==> config.mk <==
export PLATFORM = sky130hd
export DESIGN_NAME = fcs_host
export DESIGN_NICKNAME = d
export VERILOG_FILES = /design/src/shared/fcs_pkg.sv /design/src/verilog/fcs_seq_rom.sv /design/src/verilog/fcs_host.sv
export SDC_FILE = /design/constraint.sdc
export NUM_CORES = 1
export LEC_CHECK = 0
export BUFFER_PORTS_ARGS = -buffer_cell sky130_fd_sc_hd__buf_4
export CAP_MARGIN = 20
export CORE_MARGIN = 2
export CORE_UTILIZATION = 50
export CTS_CLUSTER_SIZE = 14
export DETAILED_ROUTE_END_ITERATION = 10
export PLACE_DENSITY_LB_ADDON = 0.25
export SLEW_MARGIN = 0
export SYNTH_ARGS = -nofsm -noshare
export SYNTH_HDL_FRONTEND = slang
export SYNTH_SLANG_ARGS = --single-unit
==> constraint.sdc <==
create_clock -name clk -period 3.5 [get_ports clk]
set_input_delay 0.175 -clock clk [delete_from_list [all_inputs] [get_ports clk]]
set_output_delay 0.175 -clock clk [all_outputs]
set_load 0.01 [all_outputs]
==> src/shared/fcs_pkg.sv <==
// Constants and types shared by the flash command sequencer host controller
// ============================================================
package fcs_pkg;
  // ============================================================
  // Command words and addresses
  localparam logic [10:0] FCS_ADDR_UNLOCK1 = 11'h555;
  localparam logic [10:0] FCS_ADDR_UNLOCK2 = 11'h2AA;
  localparam logic [7:0] FCS_DAT_UNLOCK1 = 8'hAA;
  localparam logic [7:0] FCS_DAT_UNLOCK2 = 8'h55;
  localparam logic [7:0] FCS_DAT_PROGRAM = 8'hA0;
  localparam logic [7:0] FCS_DAT_ERASE_SETUP = 8'h80;
  localparam logic [7:0] FCS_DAT_SECTOR = 8'h30;
  localparam logic [7:0] FCS_DAT_BLOCK = 8'h50;
  localparam logic [7:0] FCS_DAT_CHIP = 8'h10;
  localparam logic [7:0] FCS_DAT_SUSPEND = 8'hB0;
  localparam logic [7:0] FCS_DAT_RESUME = 8'h30;
  localparam logic [7:0] FCS_DAT_SEC_QUERY = 8'h88;
  localparam logic [7:0] FCS_DAT_UID_PROG = 8'hA5;
  localparam logic [7:0] FCS_DAT_UID_LOCK = 8'h85;
  localparam logic [15:0] FCS_DAT_LOCK_WORD = 16'h0000;
  localparam logic [7:0] FCS_DAT_ID_ENTRY = 8'h90;
  localparam logic [7:0] FCS_DAT_QUERY_ENTRY = 8'h98;
  localparam logic [7:0] FCS_DAT_EXIT = 8'hF0;
  localparam logic [19:0] FCS_UID_FIRST = 20'h00010;
  localparam logic [19:0] FCS_UID_LAST = 20'h00017;
  localparam logic [19:0] FCS_LOCK_STATUS_ADDR = 20'h000FF;
  localparam int FCS_LOCK_BIT = 3;
  // ============================================================
  // Bus timing (cycles of the 50 MHz clock)
  localparam int FCS_CLK_NS = 20;
  localparam int FCS_SETUP_NS = 40;
  localparam int FCS_PULSE_NS = 60;
  localparam int FCS_READ_NS = 80;
  localparam int FCS_SETUP_CYC = (FCS_SETUP_NS + FCS_CLK_NS - 1) / FCS_CLK_NS;
  localparam int FCS_PULSE_CYC = (FCS_PULSE_NS + FCS_CLK_NS - 1) / FCS_CLK_NS;
  localparam int FCS_READ_CYC = (FCS_READ_NS + FCS_CLK_NS - 1) / FCS_CLK_NS;
  localparam int FCS_SEQ_MAX = 6;
  // ============================================================
  // Commands accepted on the user port
  typedef enum logic [3:0] {
    FCS_CMD_PROGRAM = 4'h0,
    FCS_CMD_SECTOR_ERASE = 4'h1,
    FCS_CMD_BLOCK_ERASE = 4'h2,
    FCS_CMD_CHIP_ERASE = 4'h3,
    FCS_CMD_SUSPEND = 4'h4,
    FCS_CMD_RESUME = 4'h5,
    FCS_CMD_SEC_QUERY = 4'h6,
    FCS_CMD_UID_PROGRAM = 4'h7,
    FCS_CMD_UID_LOCK = 4'h8,
    FCS_CMD_ID_ENTRY = 4'h9,
    FCS_CMD_QUERY_ENTRY = 4'hA,
    FCS_CMD_EXIT_LONG = 4'hB,
    FCS_CMD_EXIT_SHORT = 4'hC,
    FCS_CMD_READ = 4'hD
  } fcs_cmd_type;
  typedef enum logic [2:0] {
    FCS_ST_IDLE = 3'b000,
    FCS_ST_SETUP = 3'b001,
    FCS_ST_PULSE = 3'b011,
    FCS_ST_HOLD = 3'b010,
    FCS_ST_READ = 3'b110
  } fcs_state_type;
endpackage

==> src/verilog/fcs_seq_rom.sv <==
// Write-sequence table: address and data of each bus cycle of a command
`timescale 1ns/10ps
module fcs_seq_rom
  import fcs_pkg::*;
(
  input wire logic clk,
  input wire logic rst_b,
  input wire fcs_cmd_type cmd,
  input wire logic [2:0] step,
  input wire logic [19:0] user_addr,
  input wire logic [15:0] user_data,
  output logic [2:0] seq_len,
  output logic [19:0] seq_addr_q,
  output logic [15:0] seq_data_q
);
  typedef struct packed {
    logic [19:0] addr;
    logic [15:0] data;
  } fcs_rom_type;
  fcs_rom_type rom_q;
  fcs_rom_type rom_d;
  logic [7:0] dat;
  logic [10:0] adr;
  logic last;

  assign seq_addr_q = rom_q.addr;
  assign seq_data_q = rom_q.data;

  // ============================================================
  // Length of each command in bus cycles (write cycles, or the one read cycle of FCS_CMD_READ)
  always_comb begin
    case (cmd)
      FCS_CMD_PROGRAM, FCS_CMD_UID_PROGRAM, FCS_CMD_UID_LOCK: seq_len = 3'd4;
      FCS_CMD_SECTOR_ERASE, FCS_CMD_BLOCK_ERASE, FCS_CMD_CHIP_ERASE: seq_len = 3'd6;
      FCS_CMD_SUSPEND, FCS_CMD_RESUME, FCS_CMD_EXIT_SHORT, FCS_CMD_READ: seq_len = 3'd1;
      default: seq_len = 3'd3;
    endcase
  end

  // ============================================================
  // Per-step address and data
  always_comb begin
    last = (step == seq_len - 3'd1);
    adr = (step == 3'd1 || step == 3'd4) ? FCS_ADDR_UNLOCK2 : FCS_ADDR_UNLOCK1;
    dat = (step == 3'd1 || step == 3'd4) ? FCS_DAT_UNLOCK2 : FCS_DAT_UNLOCK1;
    rom_d.addr = {9'h000, adr};
    rom_d.data = {8'h00, dat};
    if (step == 3'd2) begin
      case (cmd)
        FCS_CMD_PROGRAM: rom_d.data = {8'h00, FCS_DAT_PROGRAM};
        FCS_CMD_SECTOR_ERASE, FCS_CMD_BLOCK_ERASE, FCS_CMD_CHIP_ERASE:
          rom_d.data = {8'h00, FCS_DAT_ERASE_SETUP};
        FCS_CMD_SEC_QUERY: rom_d.data = {8'h00, FCS_DAT_SEC_QUERY};
        FCS_CMD_UID_PROGRAM: rom_d.data = {8'h00, FCS_DAT_UID_PROG};
        FCS_CMD_UID_LOCK: rom_d.data = {8'h00, FCS_DAT_UID_LOCK};
        FCS_CMD_ID_ENTRY: rom_d = '{{2'b00, user_addr[17:11], adr}, {8'h00, FCS_DAT_ID_ENTRY}};
        FCS_CMD_QUERY_ENTRY:
          rom_d = '{{2'b00, user_addr[17:11], adr}, {8'h00, FCS_DAT_QUERY_ENTRY}};
        FCS_CMD_EXIT_LONG: rom_d.data = {8'h00, FCS_DAT_EXIT};
        default: rom_d.data = {8'h00, dat};
      endcase
    end
    if (last) begin
      case (cmd)
        FCS_CMD_PROGRAM, FCS_CMD_READ: rom_d = '{user_addr, user_data};
        // target forced into user ident window
        FCS_CMD_UID_PROGRAM: rom_d = '{{FCS_UID_FIRST[19:3], user_addr[2:0]}, user_data};
        FCS_CMD_UID_LOCK: rom_d = '{user_addr, FCS_DAT_LOCK_WORD};
        FCS_CMD_SECTOR_ERASE: rom_d = '{{user_addr[19:11], 11'h000}, {8'h00, FCS_DAT_SECTOR}};
        // block by A19..A15, chip at 555
        FCS_CMD_BLOCK_ERASE: rom_d = '{{user_addr[19:15], 15'h0000}, {8'h00, FCS_DAT_BLOCK}};
        FCS_CMD_CHIP_ERASE: rom_d.data = {8'h00, FCS_DAT_CHIP};
        FCS_CMD_SUSPEND: rom_d = '{user_addr, {8'h00, FCS_DAT_SUSPEND}};
        FCS_CMD_RESUME: rom_d = '{user_addr, {8'h00, FCS_DAT_RESUME}};
        FCS_CMD_EXIT_SHORT: rom_d = '{user_addr, {8'h00, FCS_DAT_EXIT}};
        default: ;
      endcase
    end
  end

  always_ff @(posedge clk or negedge rst_b) begin
    if (!rst_b) begin
      rom_q <= '0;
    end else begin
      rom_q <= rom_d;
    end
  end
endmodule

==> src/verilog/fcs_host.sv <==
// Host controller driving the flash command sequences on the parallel pins
`timescale 1ns/10ps
module fcs_host
  import fcs_pkg::*;
(
  input wire logic clk,
  input wire logic rst_b,
  input wire logic cmd_valid,
  output logic cmd_ready,
  input wire fcs_cmd_type cmd,
  input wire logic [19:0] cmd_addr,
  input wire logic [15:0] cmd_data,
  input wire logic byte_mode,
  output logic done,
  output logic refused,
  output logic [15:0] rd_data,
  output logic flash_enable_n,
  output logic psram_enable_low_n,
  output logic psram_enable_high,
  output logic oe_n,
  output logic we_n,
  output logic byte_word_select,
  output logic [19:0] addr,
  output logic addr_m1,
  input wire logic [15:0] dq_in,
  output logic [15:0] dq_out,
  output logic dq_oe
);
  // ============================================================
  // State
  typedef struct packed {
    fcs_state_type st;
    fcs_cmd_type cmd;
    logic [19:0] uaddr;
    logic [15:0] udata;
    logic [2:0] step;
    logic [3:0] cnt;
    logic done;
    logic refused;
    logic [15:0] rd;
    logic bytem;
    logic fe_n;
    logic oe_n;
    logic we_n;
    logic dq_oe;
    logic [15:0] s1;
    logic [15:0] s2;
    logic [15:0] s3;
  } fcs_host_type;
  fcs_host_type r_q;
  fcs_host_type r_d;
  logic [2:0] seq_len;
  logic [19:0] seq_addr_q;
  logic [15:0] seq_data_q;

  // Lock-out needs word-wide mode; refuse it in byte mode
  // Codes outside the table are refused too, or they would emit a stray unlock prefix
  function automatic logic illegal(input fcs_cmd_type c, input logic b);
    case (c)
      FCS_CMD_UID_LOCK: illegal = b;
      FCS_CMD_PROGRAM, FCS_CMD_SECTOR_ERASE, FCS_CMD_BLOCK_ERASE, FCS_CMD_CHIP_ERASE,
      FCS_CMD_SUSPEND, FCS_CMD_RESUME, FCS_CMD_SEC_QUERY, FCS_CMD_UID_PROGRAM,
      FCS_CMD_ID_ENTRY, FCS_CMD_QUERY_ENTRY, FCS_CMD_EXIT_LONG, FCS_CMD_EXIT_SHORT,
      FCS_CMD_READ: illegal = 1'b0;
      default: illegal = 1'b1;
    endcase
  endfunction

  // ============================================================
  // Command table
  fcs_seq_rom u_rom (
    .clk(clk),
    .rst_b(rst_b),
    .cmd(r_q.cmd),
    .step(r_q.step),
    .user_addr(r_q.uaddr),
    .user_data(r_q.udata),
    .seq_len(seq_len),
    .seq_addr_q(seq_addr_q),
    .seq_data_q(seq_data_q)
  );

  // ============================================================
  // Pins
  // pseudo-SRAM held disabled at all times
  assign psram_enable_low_n = 1'b1;
  assign psram_enable_high = 1'b0;
  assign flash_enable_n = r_q.fe_n;
  assign oe_n = r_q.oe_n;
  assign we_n = r_q.we_n;
  assign dq_oe = r_q.dq_oe;
  assign byte_word_select = ~r_q.bytem;
  // byte mode: extra address line low, upper data lanes low
  assign addr_m1 = 1'b0;
  // word mode: table address and data leave unchanged
  // Ignored lines are driven low so they stay at valid levels; address lines always, data 15..8 only while dq_oe is high
  always_comb begin
    addr = seq_addr_q;
    dq_out = seq_data_q;
    // byte mode clears address 19..12 and data 15..8
    if (r_q.bytem) begin
      addr = {8'h00, seq_addr_q[11:0]};
      dq_out = {8'h00, seq_data_q[7:0]};
    end
  end

  // ============================================================
  // Handshake
  // Ready is combinational so a new command is taken the cycle done is seen
  assign cmd_ready = (r_q.st == FCS_ST_IDLE);
  assign done = r_q.done;
  assign refused = r_q.refused;
  assign rd_data = r_q.rd;

  // ============================================================
  // Sequencer
  always_comb begin
    r_d = r_q;
    r_d.done = 1'b0;
    r_d.refused = 1'b0;
    // Data bus sync; the third stage only feeds the agreement test
    r_d.s1 = dq_in;
    r_d.s2 = r_q.s1;
    r_d.s3 = r_q.s2;
    case (r_q.st)
      FCS_ST_IDLE: begin
        if (cmd_valid) begin
          if (illegal(cmd, byte_mode)) begin
            r_d.refused = 1'b1;
          end else begin
            r_d.cmd = cmd;
            r_d.uaddr = cmd_addr;
            r_d.udata = cmd_data;
            r_d.bytem = byte_mode;
            r_d.step = 3'd0;
            r_d.cnt = 4'(FCS_SETUP_CYC);
            r_d.st = FCS_ST_SETUP;
          end
        end
      end
      FCS_ST_SETUP: begin
        r_d.fe_n = 1'b0;
        r_d.cnt = r_q.cnt - 4'd1;
        if (r_q.cnt == 4'd1) begin
          if (r_q.cmd == FCS_CMD_READ) begin
            r_d.oe_n = 1'b0;
            r_d.cnt = 4'(FCS_READ_CYC);
            r_d.st = FCS_ST_READ;
          end else begin
            r_d.we_n = 1'b0;
            r_d.dq_oe = 1'b1;
            r_d.cnt = 4'(FCS_PULSE_CYC);
            r_d.st = FCS_ST_PULSE;
          end
        end
      end
      FCS_ST_PULSE: begin
        r_d.cnt = r_q.cnt - 4'd1;
        if (r_q.cnt == 4'd1) begin
          r_d.we_n = 1'b1;
          r_d.cnt = 4'd1;
          r_d.st = FCS_ST_HOLD;
        end
      end
      FCS_ST_HOLD: begin
        r_d.dq_oe = 1'b0;
        r_d.fe_n = 1'b1;
        // every cycle of a sequence is issued before done
        if (r_q.step == seq_len - 3'd1) begin
          r_d.done = 1'b1;
          r_d.st = FCS_ST_IDLE;
        end else begin
          r_d.step = r_q.step + 3'd1;
          r_d.cnt = 4'(FCS_SETUP_CYC);
          r_d.st = FCS_ST_SETUP;
        end
      end
      FCS_ST_READ: begin
        r_d.cnt = r_q.cnt - 4'd1;
        if (r_q.cnt == 4'd1) begin
          // Bus settled for the full access; stages two and three agree
          if (r_q.s2 == r_q.s3) begin
            r_d.rd = r_q.bytem ? {8'h00, r_q.s2[7:0]} : r_q.s2;
            r_d.oe_n = 1'b1;
            r_d.fe_n = 1'b1;
            r_d.done = 1'b1;
            r_d.st = FCS_ST_IDLE;
          end else begin
            r_d.cnt = 4'd1;
          end
        end
      end
      default: r_d.st = FCS_ST_IDLE;
    endcase
  end

  // ============================================================
  // Register
  always_ff @(posedge clk or negedge rst_b) begin
    if (!rst_b) begin
      // Bus parked: every enable and strobe inactive, host not driving data
      r_q <= '{
        st: FCS_ST_IDLE,
        cmd: FCS_CMD_READ,
        uaddr: 20'h00000,
        udata: 16'h0000,
        step: 3'h0,
        cnt: 4'h0,
        done: 1'h0,
        refused: 1'h0,
        rd: 16'h0000,
        bytem: 1'h0,
        fe_n: 1'h1,
        oe_n: 1'h1,
        we_n: 1'h1,
        dq_oe: 1'h0,
        s1: 16'h0000,
        s2: 16'h0000,
        s3: 16'h0000
      };
    end else begin
      r_q <= r_d;
    end
  end
endmodule

## Word level (Yosys, flattened, before mapping)

Memory sizes are Yosys's and may differ from the RTL's.
Index checks and enable logic that the tools add are counted.

| storage, ports and cells | value |
|---|---|
| register bits after elaboration | 157 |
| ROM bits | 48 |
| input bits | 60 |
| output and inout bits | 63 |
| word-level logic and storage cells | 142 |
| memories | 1 |

Memory list:

| name | words | bits a word | read ports | clocked after Yosys merged registers in | write ports | RTL line | source |
|---|---|---|---|---|---|---|---|
| (name not given) | 16 | 3 | 1 | 0 | 0 | fcs_seq_rom.sv:32 | `case (cmd)` |

| operators by class | value |
|---|---|
| $add $sub $neg | 3 |
| equal/unequal tests | 45 |
| multiplexer cells | 47 |
| bitwise logic cells | 2 |
| reductions and logical operators | 25 |

Operator list:

| kind | count |
|---|---|
| $pmux 16 s7 | 1 |
| $mux 50 | 2 |
| $pmux 20 s4 | 1 |
| $pmux 8 s8 | 1 |
| $eq 4x4->1 const B | 12 |
| $mux 36 | 1 |
| $mux 34 | 1 |
| $eq 4x3->1 const B | 8 |
| $mux 16 | 2 |
| $mux 3 | 7 |
| $mux 20 | 1 |
| $pmux 4 s5 | 1 |
| $mux 18 | 1 |
| $ne 2x2->1 const B | 9 |
| $eq 16x16->1 | 1 |
| $eq 4x2->1 const B | 4 |
| $pmux 3 s5 | 1 |
| $reduce_or 13->1 | 1 |
| $eq 4x1->1 const B | 3 |
| $mux 4 | 3 |
| $reduce_and 3->1 | 4 |
| $reduce_and 4->1 | 3 |
| $mux 11 | 1 |
| $mux 1 | 10 |
| other kinds (26) | 43 |

## Depth between registers and ports, before layout

| logic depth | value |
|---|---|
| depth in word-level cells | 8 |
| gate-level depth with buffers | 11 |
| depth with buffers taken out | 8 |

## Modules after synthesis

Synthesis repeated with hierarchy kept, for this count alone.

| unflattened totals | value |
|---|---|
| cells, all modules | 609 |
| area, all modules | 6722.7 sq um |

Modules (own cells, without submodules):

| module | instances | cells an instance | area each (sq um) | seq. area each (sq um) |
|---|---|---|---|---|
| fcs_host | 1 | 432 | 4927.2 | 3035.4 |
| fcs_seq_rom | 1 | 177 | 1795.5 | 900.9 |

## Worst setup path after synthesis

OpenSTA, ideal clock, no wires.

| timing path | value |
|---|---|
| kind | reg-to-reg |
| start point | reg r_q[115] (netlist name) |
| end point | reg u_rom.rom_q, in the netlist u_rom.seq_data_q[3] |
| library setup time | 0.124 ns |
| arrival | 2.659 ns |
| required time | 3.376 ns |
| setup slack | 0.717 ns |
| stages on the path, launching flop included | 11 |
| buffers on the path | 3 |
| period minus slack after synthesis | 2.783 ns |
| cell sequence | dfrtp_1 > buf_2 > buf_1 > clkbuf_1 > a21oi_1 > ha_1 > xnor2_1 > nor3b_2 > a22oi_2 > and3_1 > a211o_1 |

RTL lines:

| what | RTL line | source |
|---|---|---|
| start: declaration | fcs_host.sv:50 | `fcs_host_type r_q;` |
| start signal: assignment | fcs_host.sv:202 | `r_q <= '{` |
| start signal: assignment | fcs_host.sv:222 | `r_q <= r_d;` |
| end signal: assignment | fcs_seq_rom.sv:85 | `rom_q <= rom_d;` |
| end: declaration | fcs_seq_rom.sv:20 | `fcs_rom_type rom_q;` |

==> results.py <==
metrics = {
    "yosys": {
        "ys_seq_elements": 157,
        "synthesis.instances": 533,
        "yosysSeqAreaShare": 0.5783,
        "avgSynthCellArea_um2": 12.77,
        "async_flop_share": 1.000,
        "yosys.area.top_type": "dfrtp_1",
        "syn_area_um2": 6807,
        "synth_edf_count": 0,
        "synthTopCellsByArea": "dfrtp_1, mux2_2, buf_4, nor2b_1, dfstp_2",
        "synth_cell_types": 64,
        "yosys_warnings": 0,
        "synth_top_area_frac": 0.5551,
        "dominantRegCellSynth": "dfrtp_1",
    },
    "sta": {
        "slew_viol_final": 0,
        "slew_headroom": 0.2891,
        "rsz0062_at_grt": "no",
        "min_period_ns": 3.222,
        "fmax_ghz": 0.3104,
        "setup_violations": 0,
        "worst_pin_slew_ns": 1.066,
        "timing.setup.tns_ns": 0,
        "hold_viol": 0,
        "fin_worst_skew_ns": 0.01552,
        "finalCritPeriodShare": 0.9205,
    },
    "worst_setup_path": {
        "worstPathRequired_ns": 3.86,
        "rr_worst_depth": 8,
        "cp_max_fo": 24,
        "end_kind": "register",
        "worst_ep_arrival_time_ns": 3.58,
        "start_kind": "register",
        "worstSetupPathType": "reg -> reg",
    },
    "cts": {
        "cts_setup_buffers": 0,
        "cts_tree": "done",
        "cts_made_buffers": 17,
        "cts.reportedPaths.clkPinSlew_ns": 0.06,
        "h-tree-depth": 4,
        "cts_root_buf": "clkbuf_16",
        "clk_path_buf_depth": 2,
        "cts.sinks": 157,
        "clk_latency_ns": 0.43,
    },
    "route": {
        "firstDrtPassIters": 7,
        "viasPerCell": 5.149,
        "drc": 0,
        "wl_per_cell_um": 16.09,
        "ant_nets": 0,
        "vias": 4433,
        "initialDrtViolationCount": 222,
        "wirelength_um": 13860,
    },
    "pwr": {
        "powerDensity_nw_per_um2": 762.1,
        "leakagePower_nw": 4.061,
        "ir_worst_vdd_mv": 0.3662,
    },
    "place": {
        "gp_congestion": 0.8400,
        "hpwl_um": 9048,
        "io_buffer_count": 119,
    },
    "grt": {
        "antenna_found_initial": 0,
        "grt-ovfl-total": 0,
        "grt_pass1_vias": 4592,
        "grt_pass1_wl_um": 22920,
        "grt_max_degree": 105,
        "grt_usage": 0.2059,
    },
    "die": {
        "die_w_um": 120.7,
        "core_region_area_um2": 13240,
        "rows": 42,
        "io_pins": 123,
        "die_h_um": 120.7,
        "dieArea_um2": 14560,
        "initial_core_util": 0.5140,
    },
    "cells_and_area": {
        "drive_gt1_frac": 0.3518,
        "layout_common_cells": "dfrtp_1, buf_4, dlygate4sd3_1",
        "diodes": 0,
        "final_util": 0.6617,
        "syn2layout_area_growth_pct": 28.73,
        "final_nets": 740,
        "layout_commonest_cell": "dfrtp_1",
    },
    "min_path": {
        "hold_depth": 3,
        "worstHoldPathType": "in -> reg",
    },
    "status": {
        "outcome": "completed",
    },
    "job": {
        "maxCapViolCount": 0,
    },
}
worst paths after layout:
| check | start | end | slack (ns) |
|---|---|---|---|
| max | r_q[114] | u_rom.seq_data_q[2] | 0.28 |
| min | cmd_valid | refused | 0.07 |
| max reg2reg | r_q[114] | u_rom.seq_data_q[2] | 0.28 |
| min reg2reg | r_d[16] | r_d[0] | 0.35 |
| max in group asynchronous | rst_b | r_q[96] | 2.23 |
| min in group asynchronous | rst_b | rd_data[0] | 0.42 |
logic make-up (layout without fill, tap and decap cells):
family / Yosys count / after routing / synth area share
DFF: 157 / 157 / 0.5783
adders and majority gates: 7 / 7 / 0.01287
AOI/OAI and AO/OA: 87 / 87 / 0.08732
and+or+nand+nor: 125 / 125 / 0.1171
muxes: 64 / 64 / 0.1116
xor gates and xnor gates: 21 / 21 / 0.02702
other: 2 / 3 / 0.001103
buffers and inverters: 70 / 221 / 0.06471
layer usage:
metal	track usage	up-vias	part of all wire	routed length (µm)
met5	0	-	0	0
li1	-	2080	-	-
met2	0.3383	126	0.50	6972
met3	0.05330	17	0.051	710
met4	0.07122	0	0.014	198
met1	0.2660	2210	0.43	5975
metrics by stage:
| step | setup slack (ns) | total power, mW | cell area [µm²] | std cells | hold WS [ns] |
|---|---|---|---|---|---|
| after floorplan | 0.7172 | 4.203 | 6810 | 534 | -0.1206 |
| after global placement | 0.4892 | 4.687 | 7565 | 771 | 0.2845 |
| after detailed placement | 0.2959 | 4.779 | 7585 | 772 | 0.2855 |
| after CTS | 0.2809 | 6.700 | 8762 | 861 | 0.05168 |
| after global routing | 0.02947 | 7.069 | 8762 | 861 | 0.08948 |
| final | 0.2783 | 6.678 | 8762 | 861 | 0.07227 |
report_power, final:
part | internal (mW) | switching, mW
combinational | 1.07 | 1.11
clock | 1.12 | 0.718
sequential | 2.27 | 0.383
total | 4.46 | 2.22
state kept, by name (all words and copies together) (netlist names):
name              cells
r_d                  32
u_rom.seq_data_q     16
rd_data              16
dq_oe                 1
flash_enable_n        1
u_rom.seq_addr_q     20
oe_n                  1
we_n                  1
done                  1
r_q                  67
refused               1
cells in the mapped netlist, types with 7 or more instances:
cell type and number:
dfrtp_1 151, mux2_2 49, buf_4 40, nor2b_1 36, o21ai_0 21, xor2_1 18, nor2_1 16, a21oi_1 14
nand2_1 14, and2_1 12, a21o_1 10, clkbuf_1 10, buf_2 9, mux2_4 9, nand2b_1 9, nand3_1 9
inv_1 8, ha_1 7
cell type report:
type,count,area (µm²)
inverters,8,30.03
multi-input cells,307,2439
well taps,176,220.2
repair buffers,182,1540
fillers,992,4481
clock buffers,18,429.2
clock inverters,13,167.7
flip-flops and latches,157,3936
worst max-delay path, cell delays in order, from the launching register on:
cell and delay (ns):
dfstp_2 0.76, nor2b_1 0.38, a21oi_1 0.16, ha_1 0.33, xnor2_1 0.16, nor3b_2 0.36, mux2i_4 0.18, nor2_1 0.58
a21bo_2 0.24
what timing repair did:
action | CTS | global route
resized for setup | 0 | 0
hold endpoints to repair | 154 | 0
setup endpoints to repair | 0 | 0
hold buffers | 58 | 0
No activity file was read; power rests on OpenSTA's default activity.
